===== src/pkg/dpd_pkg.sv =====
// Purpose: constants and types for the memory port host controller
// Assumes: one 32-bit classic Wishbone slave, one memory port on SYS_CLK
// Notes: offsets are byte addresses of aligned 32-bit words
//
// Behaviour
// Memory controller offers port 0 at 256 bits and port 1 at 128 bits.
// Memory lanes run up to 1066 Mbps each.
// Memory data bus is 16 or 32 bits wide by package.
// Fast memory clock comes from a PLL at half the lane rate.
// Fast memory clock carries two bits per lane per period.
// All memory traffic goes through the controller, never the raw lanes.
// A calibration bus reaches the memory configuration registers.
// One request channel per port; direction 0 reads, 1 writes.
// Master presents a 32-bit start address for the burst.
// An 8-bit tag travels with each request, read or write.
// Master gives an 8-bit beat count field for the burst.
// Controller steps beat addresses from burst type and beat size.
// Master gives a 3-bit beat size with each request.
// Master gives a 2-bit atomic field with each request.
// Master raises request present; controller raises request accept.
// Each write completes with a tagged response; master accepts with ready.
// Read beats carry valid, an 8-bit tag and a last mark.
// Each read beat carries a 2-bit status; master accepts with ready.
// Master drives one strobe bit per data byte.
// Master tags write beats, raises valid, marks last; controller gives ready.
// Fabric offers a user reset that starts memory setup.
// Setup sequencer held while its reset is high, starts on go.
// After memory reset release, setup completes before any access; the host only waits for release and go, not for completion.
// A transfer happens on an edge where valid and ready are high.
package dpd_pkg;

  // ****************************************************************
  // register offsets
  // ****************************************************************
  localparam logic [7:0] OFS_CTRL = 8'h00;
  localparam logic [7:0] OFS_ADDR = 8'h04;
  localparam logic [7:0] OFS_BURST = 8'h08;
  localparam logic [7:0] OFS_PAT = 8'h0c;
  localparam logic [7:0] OFS_STRB = 8'h10;
  localparam logic [7:0] OFS_STAT = 8'h14;
  localparam logic [7:0] OFS_RDAT = 8'h18;
  localparam logic [7:0] OFS_INIT = 8'h1c;

  // ****************************************************************
  // field positions
  // ****************************************************************
  localparam int CTL_GO = 0;
  localparam int CTL_DIR = 1;
  localparam int CTL_BT = 2;
  localparam int CTL_SZ = 4;
  localparam int CTL_LK = 8;
  localparam int BST_LEN = 0;
  localparam int BST_TAG = 8;
  localparam int STA_BUSY = 0;
  localparam int STA_DONE = 1;
  localparam int STA_ERR = 2;
  localparam int STA_ID = 8;
  localparam int STA_RSP = 16;
  localparam int INI_SRST = 0;
  localparam int INI_SGO = 1;
  localparam int INI_MREL = 2;

  // ****************************************************************
  // values
  // ****************************************************************
  localparam logic DIR_READ = 1'h0;
  localparam logic DIR_WRITE = 1'h1;
  localparam logic [1:0] RESP_OKAY = 2'h0;
  localparam logic [31:0] STRB_RST = 32'hffffffff;
  localparam logic SEQ_RST_RST = 1'h1;

  typedef enum logic [2:0] {ST_IDLE, ST_ADDR, ST_WDAT, ST_WRSP, ST_RDAT} dpd_state_t;

endpackage : dpd_pkg


===== src/verilog/dpd_host.sv =====
// Purpose: host that drives one memory controller port from Wishbone registers
// Assumes: the port's clock is SYS_CLK; request bits sampled on SYS_CLK
// Notes: one burst at a time; write beats repeat the pattern register
//
// Design decisions made here: the address map and the Wishbone interface to the registers.
`timescale 1ns/1ps
`default_nettype none

module dpd_host
#(
  parameter int DATA_W = 256 // 256 for port 0, 128 for port 1
)
(
  input wire logic SYS_CLK, // system and port clock
  input wire logic RESET, // async reset, active high
  input wire logic [7:0] WB_ADR_I, // byte address
  input wire logic [31:0] WB_DAT_I, // write data
  output logic [31:0] WB_DAT_O, // read data
  input wire logic [3:0] WB_SEL_I, // byte lanes
  input wire logic WB_WE_I, // write enable
  input wire logic WB_STB_I, // strobe
  input wire logic WB_CYC_I, // cycle
  output logic WB_ACK_O, // acknowledge
  output logic SHARED_REQ_PRESENT, // request valid
  input wire logic SHARED_REQ_ACCEPT, // request ready
  output logic SHARED_REQ_DIRECTION, // 0 read, 1 write
  output logic [31:0] SHARED_REQ_ADDRESS, // first beat address
  output logic [7:0] SHARED_REQ_TAG, // request tag
  output logic [7:0] SHARED_REQ_BEAT_COUNT, // beats minus one
  output logic [1:0] SHARED_REQ_BURST_TYPE, // burst type
  output logic [2:0] SHARED_REQ_BEAT_SIZE, // beat size code
  output logic [1:0] SHARED_REQ_ATOMIC, // lock type
  output logic [DATA_W-1:0] WDATA, // write data
  output logic [DATA_W/8-1:0] WSTRB, // byte strobes
  output logic [7:0] WID, // write tag
  output logic WLAST, // last write beat
  output logic WVALID, // write valid
  input wire logic WREADY, // write ready
  input wire logic [7:0] BID, // response tag
  input wire logic BVALID, // response valid
  output logic BREADY, // response ready
  input wire logic [DATA_W-1:0] RDATA, // read data
  input wire logic [7:0] RID, // read tag
  input wire logic [1:0] RRESP, // read status
  input wire logic RLAST, // last read beat
  input wire logic RVALID, // read valid
  output logic RREADY, // read ready
  output logic INIT_SEQUENCER_RESET, // setup sequencer reset, high
  output logic INIT_SEQUENCER_GO, // setup sequencer start
  output logic MEM_RESET_N // master memory reset, low
);
  import dpd_pkg::*;

  localparam int STRB_W = DATA_W / 8;

  // ****************************************************************
  // elaboration check
  // ****************************************************************
  // only the two documented port widths exist
  if (DATA_W != 128 && DATA_W != 256)
  begin : g_bad_width
    $error("dpd_host: DATA_W must be 128 or 256");
  end

  // ****************************************************************
  // state
  // ****************************************************************
  typedef struct packed {
    dpd_state_t st;
    logic ack;
    logic [31:0] dat;
    logic dir;
    logic [1:0] bt;
    logic [2:0] sz;
    logic [1:0] lk;
    logic [31:0] addr;
    logic [7:0] len;
    logic [7:0] tag;
    logic [31:0] pat;
    logic [31:0] strb;
    logic busy;
    logic done;
    logic err;
    logic [7:0] lid;
    logic [1:0] rsp;
    logic [31:0] rdat;
    logic [8:0] beat;
    logic seq_rst;
    logic seq_go;
    logic mem_rel;
  } dpd_regs_t;

  dpd_regs_t s_q;
  dpd_regs_t s_d;

  // byte-lane merge for register writes
  function automatic logic [31:0] merge(input logic [31:0] old, input logic [31:0] nw,
                                        input logic [3:0] sel);
    logic [31:0] r;
    r = old;
    for (int i = 0; i < 4; i++)
    begin
      if (sel[i])
      begin
        r[8*i +: 8] = nw[8*i +: 8];
      end
    end
    return r;
  endfunction : merge

  logic wb_req;
  logic init_ok;
  logic last_beat;

  // ****************************************************************
  // next state
  // ****************************************************************
  always_comb
  begin
    s_d = s_q;
    s_d.ack = 1'h0;
    wb_req = WB_CYC_I & WB_STB_I & ~s_q.ack;
    // no access before setup is released and started
    init_ok = s_q.mem_rel & s_q.seq_go & ~s_q.seq_rst;
    last_beat = (s_q.beat == {1'h0, s_q.len});

    // register access, answered one cycle after the request edge
    if (wb_req)
    begin
      s_d.ack = 1'h1;
      unique case (WB_ADR_I)
        OFS_CTRL: s_d.dat = {22'h0, s_q.lk, 1'h0, s_q.sz, s_q.bt, s_q.dir, 1'h0};
        OFS_ADDR: s_d.dat = s_q.addr;
        OFS_BURST: s_d.dat = {16'h0, s_q.tag, s_q.len};
        OFS_PAT: s_d.dat = s_q.pat;
        OFS_STRB: s_d.dat = s_q.strb;
        OFS_STAT: s_d.dat = {14'h0, s_q.rsp, s_q.lid, 5'h0, s_q.err, s_q.done, s_q.busy};
        OFS_RDAT: s_d.dat = s_q.rdat;
        OFS_INIT: s_d.dat = {29'h0, s_q.mem_rel, s_q.seq_go, s_q.seq_rst};
        default: s_d.dat = 32'h0;
      endcase
      if (WB_WE_I)
      begin
        unique case (WB_ADR_I)
          OFS_CTRL:
          begin
            // request fields frozen while a burst is in flight
            if (!s_q.busy && WB_SEL_I[0])
            begin
              s_d.dir = WB_DAT_I[CTL_DIR];
              s_d.bt = WB_DAT_I[CTL_BT +: 2];
              s_d.sz = WB_DAT_I[CTL_SZ +: 3];
              if (WB_DAT_I[CTL_GO])
              begin
                if (init_ok)
                begin
                  s_d.busy = 1'h1;
                  s_d.st = ST_ADDR;
                  s_d.rsp = RESP_OKAY;
                  s_d.beat = 9'h0;
                end
                else
                begin
                  s_d.err = 1'h1; // refused start
                end
              end
            end
            if (!s_q.busy && WB_SEL_I[1])
            begin
              s_d.lk = WB_DAT_I[CTL_LK +: 2];
            end
          end
          OFS_ADDR: if (!s_q.busy) s_d.addr = merge(s_q.addr, WB_DAT_I, WB_SEL_I);
          OFS_BURST:
          begin
            if (!s_q.busy && WB_SEL_I[0]) s_d.len = WB_DAT_I[BST_LEN +: 8];
            if (!s_q.busy && WB_SEL_I[1]) s_d.tag = WB_DAT_I[BST_TAG +: 8];
          end
          OFS_PAT: if (!s_q.busy) s_d.pat = merge(s_q.pat, WB_DAT_I, WB_SEL_I);
          OFS_STRB: if (!s_q.busy) s_d.strb = merge(s_q.strb, WB_DAT_I, WB_SEL_I);
          OFS_STAT:
          begin
            // write one to clear; a same-cycle event below wins
            if (WB_SEL_I[0] && WB_DAT_I[STA_DONE]) s_d.done = 1'h0;
            if (WB_SEL_I[0] && WB_DAT_I[STA_ERR]) s_d.err = 1'h0;
          end
          OFS_INIT:
          begin
            if (WB_SEL_I[0])
            begin
              s_d.seq_rst = WB_DAT_I[INI_SRST];
              s_d.seq_go = WB_DAT_I[INI_SGO] & ~WB_DAT_I[INI_SRST];
              s_d.mem_rel = WB_DAT_I[INI_MREL];
            end
          end
          default: s_d.dat = 32'h0;
        endcase
      end
    end

    // burst sequencing; every hop waits for valid and ready together
    unique case (s_q.st)
      ST_IDLE: s_d.beat = s_q.beat;
      ST_ADDR:
      begin
        if (SHARED_REQ_ACCEPT)
        begin
          s_d.st = (s_q.dir == DIR_WRITE) ? ST_WDAT : ST_RDAT;
          s_d.beat = 9'h0;
        end
      end
      ST_WDAT:
      begin
        if (WREADY)
        begin
          s_d.beat = s_q.beat + 9'h1;
          if (last_beat)
          begin
            s_d.st = ST_WRSP;
          end
        end
      end
      ST_WRSP:
      begin
        if (BVALID)
        begin
          s_d.lid = BID;
          if (BID != s_q.tag) s_d.err = 1'h1;
          s_d.done = 1'h1;
          s_d.busy = 1'h0;
          s_d.st = ST_IDLE;
        end
      end
      ST_RDAT:
      begin
        if (RVALID)
        begin
          s_d.lid = RID;
          s_d.rdat = RDATA[31:0];
          s_d.rsp = s_q.rsp | RRESP;
          s_d.beat = s_q.beat + 9'h1;
          // tag, status or last mark out of place flags an error
          if (RID != s_q.tag || RRESP != RESP_OKAY || RLAST != last_beat)
          begin
            s_d.err = 1'h1;
          end
          if (RLAST || last_beat)
          begin
            s_d.done = 1'h1;
            s_d.busy = 1'h0;
            s_d.st = ST_IDLE;
          end
        end
      end
    endcase
  end

  // ****************************************************************
  // state register
  // ****************************************************************
  always_ff @(posedge SYS_CLK or posedge RESET)
  begin
    if (RESET)
    begin
      s_q <= '0;
      s_q.st <= ST_IDLE;
      s_q.strb <= STRB_RST;
      s_q.seq_rst <= SEQ_RST_RST;
    end
    else
    begin
      s_q <= s_d;
    end
  end

  // ****************************************************************
  // outputs
  // ****************************************************************
  // wishbone answer
  assign WB_ACK_O = s_q.ack;
  assign WB_DAT_O = s_q.dat;

  // request channel, fields held from flops while present
  assign SHARED_REQ_PRESENT = (s_q.st == ST_ADDR);
  assign SHARED_REQ_DIRECTION = s_q.dir;
  assign SHARED_REQ_ADDRESS = s_q.addr;
  assign SHARED_REQ_TAG = s_q.tag;
  assign SHARED_REQ_BEAT_COUNT = s_q.len;
  assign SHARED_REQ_BURST_TYPE = s_q.bt;
  assign SHARED_REQ_BEAT_SIZE = s_q.sz;
  assign SHARED_REQ_ATOMIC = s_q.lk;

  // write beats repeat the pattern word across the bus
  assign WDATA = {(DATA_W / 32){s_q.pat}};
  assign WSTRB = s_q.strb[STRB_W-1:0];
  assign WID = s_q.tag;
  assign WVALID = (s_q.st == ST_WDAT);
  assign WLAST = (s_q.st == ST_WDAT) & last_beat;

  // response and read acceptance
  assign BREADY = (s_q.st == ST_WRSP);
  assign RREADY = (s_q.st == ST_RDAT);

  // setup controls
  assign INIT_SEQUENCER_RESET = s_q.seq_rst;
  assign INIT_SEQUENCER_GO = s_q.seq_go;
  assign MEM_RESET_N = s_q.mem_rel;

endmodule : dpd_host

`default_nettype wire


===== config.mk =====
export PLATFORM = sky130hd
export DESIGN_NAME = dpd_host
export DESIGN_NICKNAME = d
export VERILOG_FILES = /design/src/pkg/dpd_pkg.sv /design/src/verilog/dpd_host.sv
export SDC_FILE = /design/constraint.sdc
export NUM_CORES = 1
export LEC_CHECK = 0
export ABC_AREA = 1
export BUFFER_PORTS_ARGS = -buffer_cell sky130_fd_sc_hd__buf_2
export CAP_MARGIN = 20
export CORE_AREA = 2 2 285 287
export CTS_CLUSTER_SIZE = 10
export DETAILED_ROUTE_END_ITERATION = 7
export DIE_AREA = 0 0 287 289
export PLACE_DENSITY_LB_ADDON = 0.2
export REMOVE_ABC_BUFFERS = 1
export SLEW_MARGIN = 20
export SYNTH_ARGS = -nofsm -noshare
export SYNTH_HDL_FRONTEND = slang
export SYNTH_SLANG_ARGS = --single-unit
export TNS_END_PERCENT = 30

===== constraint.sdc =====
create_clock -name SYS_CLK -period 6.82 [get_ports SYS_CLK]
set_clock_uncertainty 0.1 [all_clocks]
set_input_delay 0.341 -clock SYS_CLK [delete_from_list [all_inputs] [get_ports SYS_CLK]]
set_output_delay 0.341 -clock SYS_CLK [all_outputs]
set_load 0.02 [all_outputs]

==> results of run 1 <==
==> worst reg2reg max path: cells and delay by family, from the launching register on <==
| family | cells | cell delay [ns] |
|---|---|---|
| buffers and inverters | 4 | 1.54 |
| AO/OA/AOI/OAI | 1 | 0.20 |
| flip-flops | 1 | 0.45 |
| AND/OR/NAND/NOR | 4 | 0.92 |
==> layer usage <==
layer	vias up	global-route usage	part of all wire
li1	5525	-	-
met1	5506	0.1794	0.46
met2	461	0.2092	0.45
met3	68	0.02551	0.066
met4	6	0.03581	0.025
met5	-	0	0.00073
==> per-stage QoR <==
| stage | instances | worst slack [ns] |
|---|---|---|
| 3_5_place_dp | 2893 | 3.561 |
| 2_1_floorplan | 1326 | 0.6110 |
| 4_1_cts | 3026 | 3.456 |
| 6_report | 3029 | 3.558 |
| 5_1_grt | 3026 | 3.206 |
| 3_3_place_gp | 2893 | 3.534 |
==> power groups by stage <==
stage               logic, mW  registers [mW]  clock network [mW]
floorplan               0.360            1.52                   0
global placement        0.579            1.53                   0
detailed placement      0.586            1.53                   0
CTS                     0.651            1.51                1.65
global route            0.731            1.53                1.69
finish                  0.640            1.51                1.57
==> registers in the layout (all words and copies together), names as in the netlist <==
signal                 count
SHARED_REQ_ADDRESS        32
INIT_SEQUENCER_GO          1
WSTRB                     32
SHARED_REQ_ATOMIC          2
WB_DAT_O                  32
MEM_RESET_N                1
SHARED_REQ_DIRECTION       1
SHARED_REQ_BEAT_COUNT      8
SHARED_REQ_BURST_TYPE      2
SHARED_REQ_TAG             8
SHARED_REQ_BEAT_SIZE       3
WDATA                     32
WB_ACK_O                   1
INIT_SEQUENCER_RESET       1
s_q                       57
==> final timing paths <==
check,end,start,slack (ns)
min reg2reg,WB_DAT_O[14]$_DFFE_PP0P_,WB_DAT_O[14]$_DFFE_PP0P_,0.38
max reg2reg,s_q[50]$_DFFE_PP0P_,s_q[211]$_DFF_PP0_,3.56
max in group asynchronous,SHARED_REQ_ADDRESS[18]$_DFFE_PP0P_,RESET,5.14
min,SHARED_REQ_BEAT_COUNT[6]$_DFFE_PP0P_,WB_DAT_I[6],0.06
min in group asynchronous,SHARED_REQ_ATOMIC[0]$_DFFE_PP0P_,RESET,0.29
max,s_q[50]$_DFFE_PP0P_,s_q[211]$_DFF_PP0_,3.56
==> cells by family after synthesis <==
kind of cell               after synthesis
and+or+nand+nor                        771
buffers and inverters                  578
DFF                                    213
AOI/OAI and AO/OA                      190
xor gates and xnor gates                10
adders and majority gates                2
==> placed cells by master (no fill, tap or decap), drive strengths merged, types with 7 or more instances in the layout <==
cell         netlist  final
dfstp             33     33
dfrtp            180    180
nand4              7      7
nand2            495    495
o21ai            168    168
o211ai             9      9
nor2             118    118
inv              138    139
dlygate4sd3        0     79
buf              432    507
clkbuf             6     47
nand3            146    146
==> area by class of cell <==
| class | instances | area [µm²] | area share |
|---|---|---|---|
| Clock buffer | 47 | 903.4 | 0.05560 |
| Multi-Input combinational cell | 973 | 4652 | 0.2863 |
| Antenna cell | 3 | 7.507 | 0.0004620 |
| Clock inverter | 7 | 77.57 | 0.004774 |
| Inverter | 140 | 541.8 | 0.03334 |
| Tap cell | 1060 | 1326 | 0.08163 |
| Sequential cell | 213 | 5371 | 0.3306 |
| Timing Repair Buffer | 586 | 3368 | 0.2073 |
==> results.toml, run 1 <==
[critical_path]
worstPathCellList = "nor2_1 > nand2_1 > inv_2 > nand2_2 > inv_2 > buf_4 > a22oi_1 > dlygate4sd3_1 > nand2_1"
cp-start-kind = "register"
cp.arrival_ns = 3.69
slowest_delay_ns = 0.63
timing.critical_path.buf_inv = 4
path_class = "register to register"
crit_family = "buffers and inverters"
crit_cells = 9
cpMaxStageDelayCell = "buf_4"
crit_path_end_kind = "register"
required_ns = 7.25
reg2reg_depth = 9
crit_fanout = 57

[die]
design.core.area_um2 = 79900
die_y_um = 289
initial_core_util = 0.1728
io_pins = 721
dieArea_um2 = 82940
die_x_um = 287
rows = 104

[cts]
cts_buffer_depth = 3
ctsHoldBuffers = 79
cts_buffers = 29
ctsResizeCount = 0
cts_tree = "done"
htreeDepth = 1
clkTransAtPathRegs_ns = 0.06
cts_sinks = 213
clk_latency_ns = 0.59
cts-root-buf = "clkbuf_16"
postCtsSetupBuffers = 0

[status]
status = "completed"

[pwr]
cellInternalPower_mw = 2.586
design_power_total_mw = 3.724
p_per_area_nw_per_um2 = 229.2
switchingPower_mw = 1.138
swShare = 0.3056
power.leakage_nw = 8.997
vdd_drop_max_mv = 0.1809
clkPwrFrac = 0.422
pwr-share-comb = 0.172
power.share.sequential = 0.406

[yosys]
ys.flop_type = "dfrtp_1"
async_reset_ff_frac = 1.000
synth.area.mux_share = 0
synth-simple-area-share = 0.2450
synth_xor_area_frac = 0.006344
synth_top_area_frac = 0.3263
syn_area_um2 = 13810
synth_largest_area_cell = "dfrtp_1"
ys_warn_count = 0
synth_compound_area_frac = 0.08347
synth_edf_count = 0
yosysMostFrequentCell = "nand2_1"
syn_inst = 1764
synthAdderAreaFrac = 0.001813
synth-seq-cells = 213
synthTopCellsByArea = "dfrtp_1, buf_4, nand2_1, dfstp_2, nand3_1"
synth_top_family_by_area = "buffers and inverters"
avgSynthCellArea_um2 = 7.826
synth_cell_types = 41
ys_top_cells_by_count = "nand2_1, buf_4, dfrtp_1"
seq_area_frac_synth = 0.3891

[drt]
viasPerCell = 3.818
drt_iter0_drc = 743
num_vias = 11566
drc = 0
post_drt_wl_per_cell_um = 18.59
postRouteAntennaNets = 0
dr.pass1.iters = 5
totalWireLength_um = 56300

[cells_and_area]
drive_gt1_frac = 0.3464
num-fill-cells = 9088
area_delta_synth_final_pct = 17.69
postLayoutCellArea_um2 = 16250
finalNetCount = 2273
utilization = 0.2034

[sta]
slew_viol_final = 0
tightest_slew_ns = 1.037
setup_viol = 0
hold_viol = 0
rsz0062_at_grt = "false"
whs_ns = 0.06471
relSlewSlack = 0.3084
layout_min_cycle_time_ns = 3.262
fin_setup_tns_ns = 0
max_freq_mhz = 306.6
final.period_utilization = 0.4783

[placed_design]
post_dp_cell_area_um2 = 14470
hpwlAfterDp_um = 39950
gp_congestion = 0.8151
port_buffers = 496

[global_routing]
grt_pass1_wl_um = 79110
antenna_found_initial = 7
grt_max_degree = 111
grt-ovfl-total = 0
first_global_vias = 11094
grt.total_usage = 0.1309

[min_path]
hold_class = "input pin to register"
hold_path_depth = 3

[run]
cap_violations = 0
Note: power is estimated with default switching activity, not from simulation.
==> run 2: changes to the inputs <==
clock period = 3.3 ns   (was 6.82 ns; I/O delays follow)
==> run 2 against run 1 <==
Net effect: final cell count rose by 1.3%; combinational power rose by 120%; register-to-register slack got worse by 3.2 ns; count of clock-buffer cells in the layout fell by 3; die area did not move; global-route usage rose by 0.24 points; wire length rose by 2.2%; critical path depth did not move; critical path type unchanged; core utilization rose by 0.42 points; flip-flop and latch count did not move; power rose by 110%; highest routed layer unchanged; non-clock buffer count rose by 40.
==> results.toml, run 2 (synthesis gave the netlist of run 1 again) <==
[status]
status = "completed"

[sta]
whs_ns = 0.08208
rsz0062_at_grt = "false"
layout_min_cycle_time_ns = 2.947
tightest_slew_ns = 0.8671
max_freq_mhz = 339.4
final.period_utilization = 0.8930
setup_viol = 0
setup_slack_ns = 0.3532
fin_setup_tns_ns = 0
relSlewSlack = 0.4206
slew_viol_final = 0
hold_viol = 0

[drt]
drt_iter0_drc = 597
post_drt_wl_per_cell_um = 18.76
postRouteAntennaNets = 0
dr.pass1.iters = 5
totalWireLength_um = 57540
drc = 0
viasPerCell = 3.816
num_vias = 11704

[cells_and_area]
layout_commonest_cell = "buf_2"
max_flop_register = "s_q"
finalNetCount = 2313
largest_register_ffs = 57
final_cell_mix = "buf_2, nand2_1, dfrtp_1"
final_cells = 3067
drive_gt1_frac = 0.3441
area_delta_synth_final_pct = 20.11

[die]
die_x_um = 287
io_pins = 721
die_y_um = 289
design.core.area_um2 = 79900
rows = 104
dieArea_um2 = 82940
initial_core_util = 0.1728

[cts]
postCtsSetupBuffers = 0
clkTransAtPathRegs_ns = 0.06
htreeDepth = 1
clk_latency_ns = 0.59
ctsHoldBuffers = 105
cts_tree = "done"
cts_sinks = 213
cts_buffer_depth = 3
cts-root-buf = "clkbuf_16"
cts_buffers = 29
ctsResizeCount = 0

[placed_design]
dp.cells = 2907
gp_congestion = 0.7997
hpwlAfterDp_um = 42100
port_buffers = 496
preCtsSetupSlack_ns = 0.8642

[critical_path]
path_class = "register to register"
cpMaxStageDelayCell = "dlygate4sd3_1"
required_ns = 3.73
timing.critical_path.buf_inv = 4
worstPathCellList = "inv_1 > nand3_4 > dlygate4sd3_1 > inv_1 > nand4_1 > nor2_4 > dlygate4sd3_1 > nand2_1 > nand2_1"
crit_path_end_kind = "register"
cp-start-kind = "register"
cp.arrival_ns = 3.37
crit_family = "buffers and inverters"
slowest_delay_ns = 0.77
crit_fanout = 4

[global_routing]
grt.total_usage = 0.1333
grt-ovfl-total = 0
grt_max_degree = 94
first_global_vias = 11071
antenna_found_initial = 4
grt_pass1_wl_um = 80430

[pwr]
p_per_area_nw_per_um2 = 461.7
vdd_drop_max_mv = 0.3850
power.leakage_nw = 9.142
design_power_total_mw = 7.656

[run]
cap_violations = 0

[min_path]
hold_class = "input pin to register"
## run 2: cell types whose count changed in the layout (fill, tap and decap cells not counted), sizes merged
cell,before,now
buf,507,521
clkbuf,47,44
clkinv,6,7
diode,3,2
dlygate4sd3,79,105
inv,139,140
## run 2: tightest hold or removal path: stages
cell     delay [ns]
buf_2          0.12
inv_1          0.13
nor2_8         0.07
nand2_4        0.17
o21ai_1        0.08
## run 2: where the power goes
group	leakage (nW)	internal [mW]	switching, mW	total (mW)
clock	0.442	1.79	1.32	3.11
combinational	5.93	0.552	0.868	1.42
sequential	2.77	2.93	0.203	3.13
## run 2: worst paths after layout
path | startpoint | to | slack [ns] | depth (start not counted)
worst max-delay path | WB_ACK_O$_DFF_PP0_ | WB_DAT_O[2]$_DFFE_PP0P_ | 0.35 | 9
max in group asynchronous | RESET | WSTRB[3]$_DFFE_PP1P_ | 2.01 | 4
worst min-delay path | WB_SEL_I[3] | SHARED_REQ_ADDRESS[29]$_DFFE_PP0P_ | 0.08 | 5
worst max register to register | WB_ACK_O$_DFF_PP0_ | WB_DAT_O[2]$_DFFE_PP0P_ | 0.35 | 9
min in group asynchronous | RESET | s_q[21]$_DFFE_PP0P_ | 0.15 | 3
worst min register to register | WB_DAT_O[17]$_DFFE_PP0P_ | WB_DAT_O[17]$_DFFE_PP0P_ | 0.38 | 2
## run 2: per-stage QoR
| stage | cell area, µm² | utilization |
|---|---|---|
| finish | 16580 | 0.2075 |
| global route | 16580 | 0.2075 |
| CTS | 16580 | 0.2075 |
| detailed placement | 14620 | 0.1830 |
| global placement | 14620 | 0.1830 |
| floorplan | 10550 | - |
## run 2: routing by layer
| layer | wire length [µm] | vias up | global-route usage | part of all wire |
|---|---|---|---|---|
| met5 | 30 | - | 0 | 0.00052 |
| met1 | 27000 | 5580 | 0.1854 | 0.47 |
| met4 | 856 | 4 | 0.02474 | 0.015 |
| met2 | 26270 | 445 | 0.2173 | 0.46 |
| li1 | - | 5623 | - | - |
| met3 | 3379 | 52 | 0.02307 | 0.059 |
## run 2: cell type report
type                       count  area [µm²]
clock buffer                  44       822.0
inverter                     140       541.8
clock inverter                 9       80.08
tap                         1060        1326
antenna                        2       5.005
fill                        9023       63310
multi-input combinational    973        4652
sequential                   213        5371
timing repair buffer         626        3784
==> run 3: changes to the inputs <==
--- a/config.mk
+++ b/config.mk
@@ -10,6 +10,6 @@
 export CAP_MARGIN = 20
-export CORE_AREA = 2 2 285 287
+export CORE_AREA = 2 2 278 280
 export CTS_CLUSTER_SIZE = 10
 export DETAILED_ROUTE_END_ITERATION = 7
-export DIE_AREA = 0 0 287 289
+export DIE_AREA = 0 0 280 282
 export PLACE_DENSITY_LB_ADDON = 0.2
==> constraint.sdc (replaced) <==
create_clock -name SYS_CLK -period 2.45 [get_ports SYS_CLK]
set_clock_uncertainty 0.1 [all_clocks]
set_input_delay 0.1225 -clock SYS_CLK [delete_from_list [all_inputs] [get_ports SYS_CLK]]
set_output_delay 0.1225 -clock SYS_CLK [all_outputs]
set_load 0.1 [all_outputs]
==> run 3 against run 2 <==
Net effect: sequential power is 33% higher; register-to-register slack worse by 0.22 ns; count of clock-buffer cells in the layout is 4 higher; die area is 4.8% lower; largest power group is now the clock network; critical path type unchanged; power is 39% higher; sequential share of layout area is 0.26 points lower; global-route usage is 0.50 points higher; core utilization is 1.3 points higher; non-clock buffer count is 27 higher; final cell count is 1.8% lower.
==> results.toml, run 3 (synthesis gave the netlist of run 1 again) <==
[critical_path]
crit_family = "buffers and inverters"
crit_path_end_kind = "register"
worstPathCellList = "inv_1 > nor2_2 > inv_1 > nor2_2 > nand2_2 > clkinvlp_4 > a22oi_1 > dlygate4sd3_1 > nand2_1"
crit_cells = 9
slowest_delay_ns = 0.57
cp.arrival_ns = 2.74
reg2reg_depth = 9
cp-start-kind = "register"
cpMaxStageDelayCell = "dlygate4sd3_1"
crit_fanout = 5
path_class = "register to register"
required_ns = 2.87
timing.critical_path.buf_inv = 4

[cts]
clk_latency_ns = 0.59
cts_buffer_depth = 3
clkTransAtPathRegs_ns = 0.06
cts_sinks = 213
cts-root-buf = "clkbuf_16"
cts_tree = "done"
htreeDepth = 1
cts_buffers = 28

[die]
initial_core_util = 0.1824
io_pins = 721
rows = 101
dieArea_um2 = 78960
die_x_um = 280
design.core.area_um2 = 75700
die_y_um = 282

[drt]
drt_iter0_drc = 447
viasPerCell = 3.894
drc = 0
dr.pass1.iters = 6
post_drt_wl_per_cell_um = 18.66
totalWireLength_um = 56210
num_vias = 11733
postRouteAntennaNets = 0

[sta]
setup_viol = 0
slew_viol_final = 0
final.period_utilization = 0.9449
max_freq_mhz = 431.9
hold_viol = 0
layout_min_cycle_time_ns = 2.315
tightest_slew_ns = 0.6351
rsz0062_at_grt = "false"
whs_ns = 0.01286
relSlewSlack = 0.5766

[pwr]
p_per_area_nw_per_um2 = 636.3
vdd_drop_max_mv = 0.3860
power.leakage_nw = 9.262

[min_path]
hold_class = "input pin to register"
hold_path_depth = 7

[global_routing]
grt.total_usage = 0.1383
antenna_found_initial = 3
first_global_vias = 11349
grt-ovfl-total = 0
grt_pass1_wl_um = 79720
grt_max_degree = 66

[cells_and_area]
num-fill-cells = 8406
drive_gt1_frac = 0.3575
max_flop_register = "s_q"
finalNetCount = 2339
layout_commonest_cell = "buf_2"
final_cell_mix = "buf_2, nand2_1, dfrtp_1"
largest_register_ffs = 57
multi_input_area_um2 = 4664
register_area_um2 = 5371
area_delta_synth_final_pct = 21.09
postLayoutCellArea_um2 = 16720

[placed_design]
hpwlAfterDp_um = 42550
gp_congestion = 0.7896
post_dp_cell_area_um2 = 14800
port_buffers = 496

[status]
status = "completed"

[run]
cap_violations = 0
run 3: power breakdown:
part / switching, mW / internal [mW] / leakage, nW
Clock: 1.76 / 2.43 / 0.436
Combinational: 1.55 / 0.720 / 6.06
Sequential: 0.234 / 3.94 / 2.77
run 3: stage by stage:
step | total power [mW] | std cells | setup WS (ns) | TNS (ns) | util
after floorplan | 5.579 | 1326 | -3.540 | -1642.80 | -
after global placement | 6.347 | 2860 | 0.1456 | 0 | 0.1955
after detailed placement | 6.367 | 2860 | 0.1830 | 0 | 0.1955
after CTS | 10.80 | 3009 | 0.02891 | 0 | 0.2204
after global routing | 11.27 | 3011 | 0.01293 | 0 | 0.2208
final | 10.64 | 3013 | 0.1349 | 0 | 0.2208
run 3: timing repair:
action,4_1_cts,5_1_grt
resized for setup,3,6
endpoints found under the hold margin,356,0
hold buffers,97,0
setup buffers,0,0
endpoints found under the setup margin,1,4
run 3: layout make-up:
| class | instances | area share |
|---|---|---|
| Clock buffer | 48 | 0.05059 |
| Sequential cell | 213 | 0.3213 |
| Timing Repair Buffer | 653 | 0.2389 |
| Antenna cell | 4 | 0.0005988 |
| Multi-Input combinational cell | 973 | 0.2790 |
| Tap cell | 978 | 0.07320 |
| Clock inverter | 4 | 0.003742 |
| Inverter | 140 | 0.03263 |
run 3: path summary, 6_finish.rpt:
| kind | end | startpoint | slack [ns] |
|---|---|---|---|
| worst min-delay path | s_q[54]$_DFF_PP0_ | RID[4] | 0.01 |
| max in group asynchronous | WSTRB[22]$_DFFE_PP1P_ | RESET | 1.40 |
| min in group asynchronous | WDATA[8]$_DFFE_PP0P_ | RESET | 0.03 |
| worst max register to register | s_q[48]$_DFFE_PP0P_ | s_q[210]$_DFF_PP0_ | 0.13 |
| worst min register to register | s_q[36]$_DFFE_PP0P_ | s_q[36]$_DFFE_PP0P_ | 0.38 |
| worst max-delay path | s_q[48]$_DFFE_PP0P_ | s_q[210]$_DFF_PP0_ | 0.13 |
run 3: tightest hold or removal path: stages:
cell     delay [ns]
buf_2          0.12
nand2_1        0.06
nand4_1        0.10
nor2_1         0.07
nand3_1        0.07
nand2_1        0.05
nand3_1        0.07
run 3: per-layer routing:
layer / global-route usage / wire length (µm) / up-vias
met2: 0.2372 / 27100 / 405
met4: 0.02578 / 792 / 2
met5: 0 / 12 / -
met3: 0.02279 / 3048 / 43
li1: - / - / 5673
met1: 0.1834 / 25250 / 5610
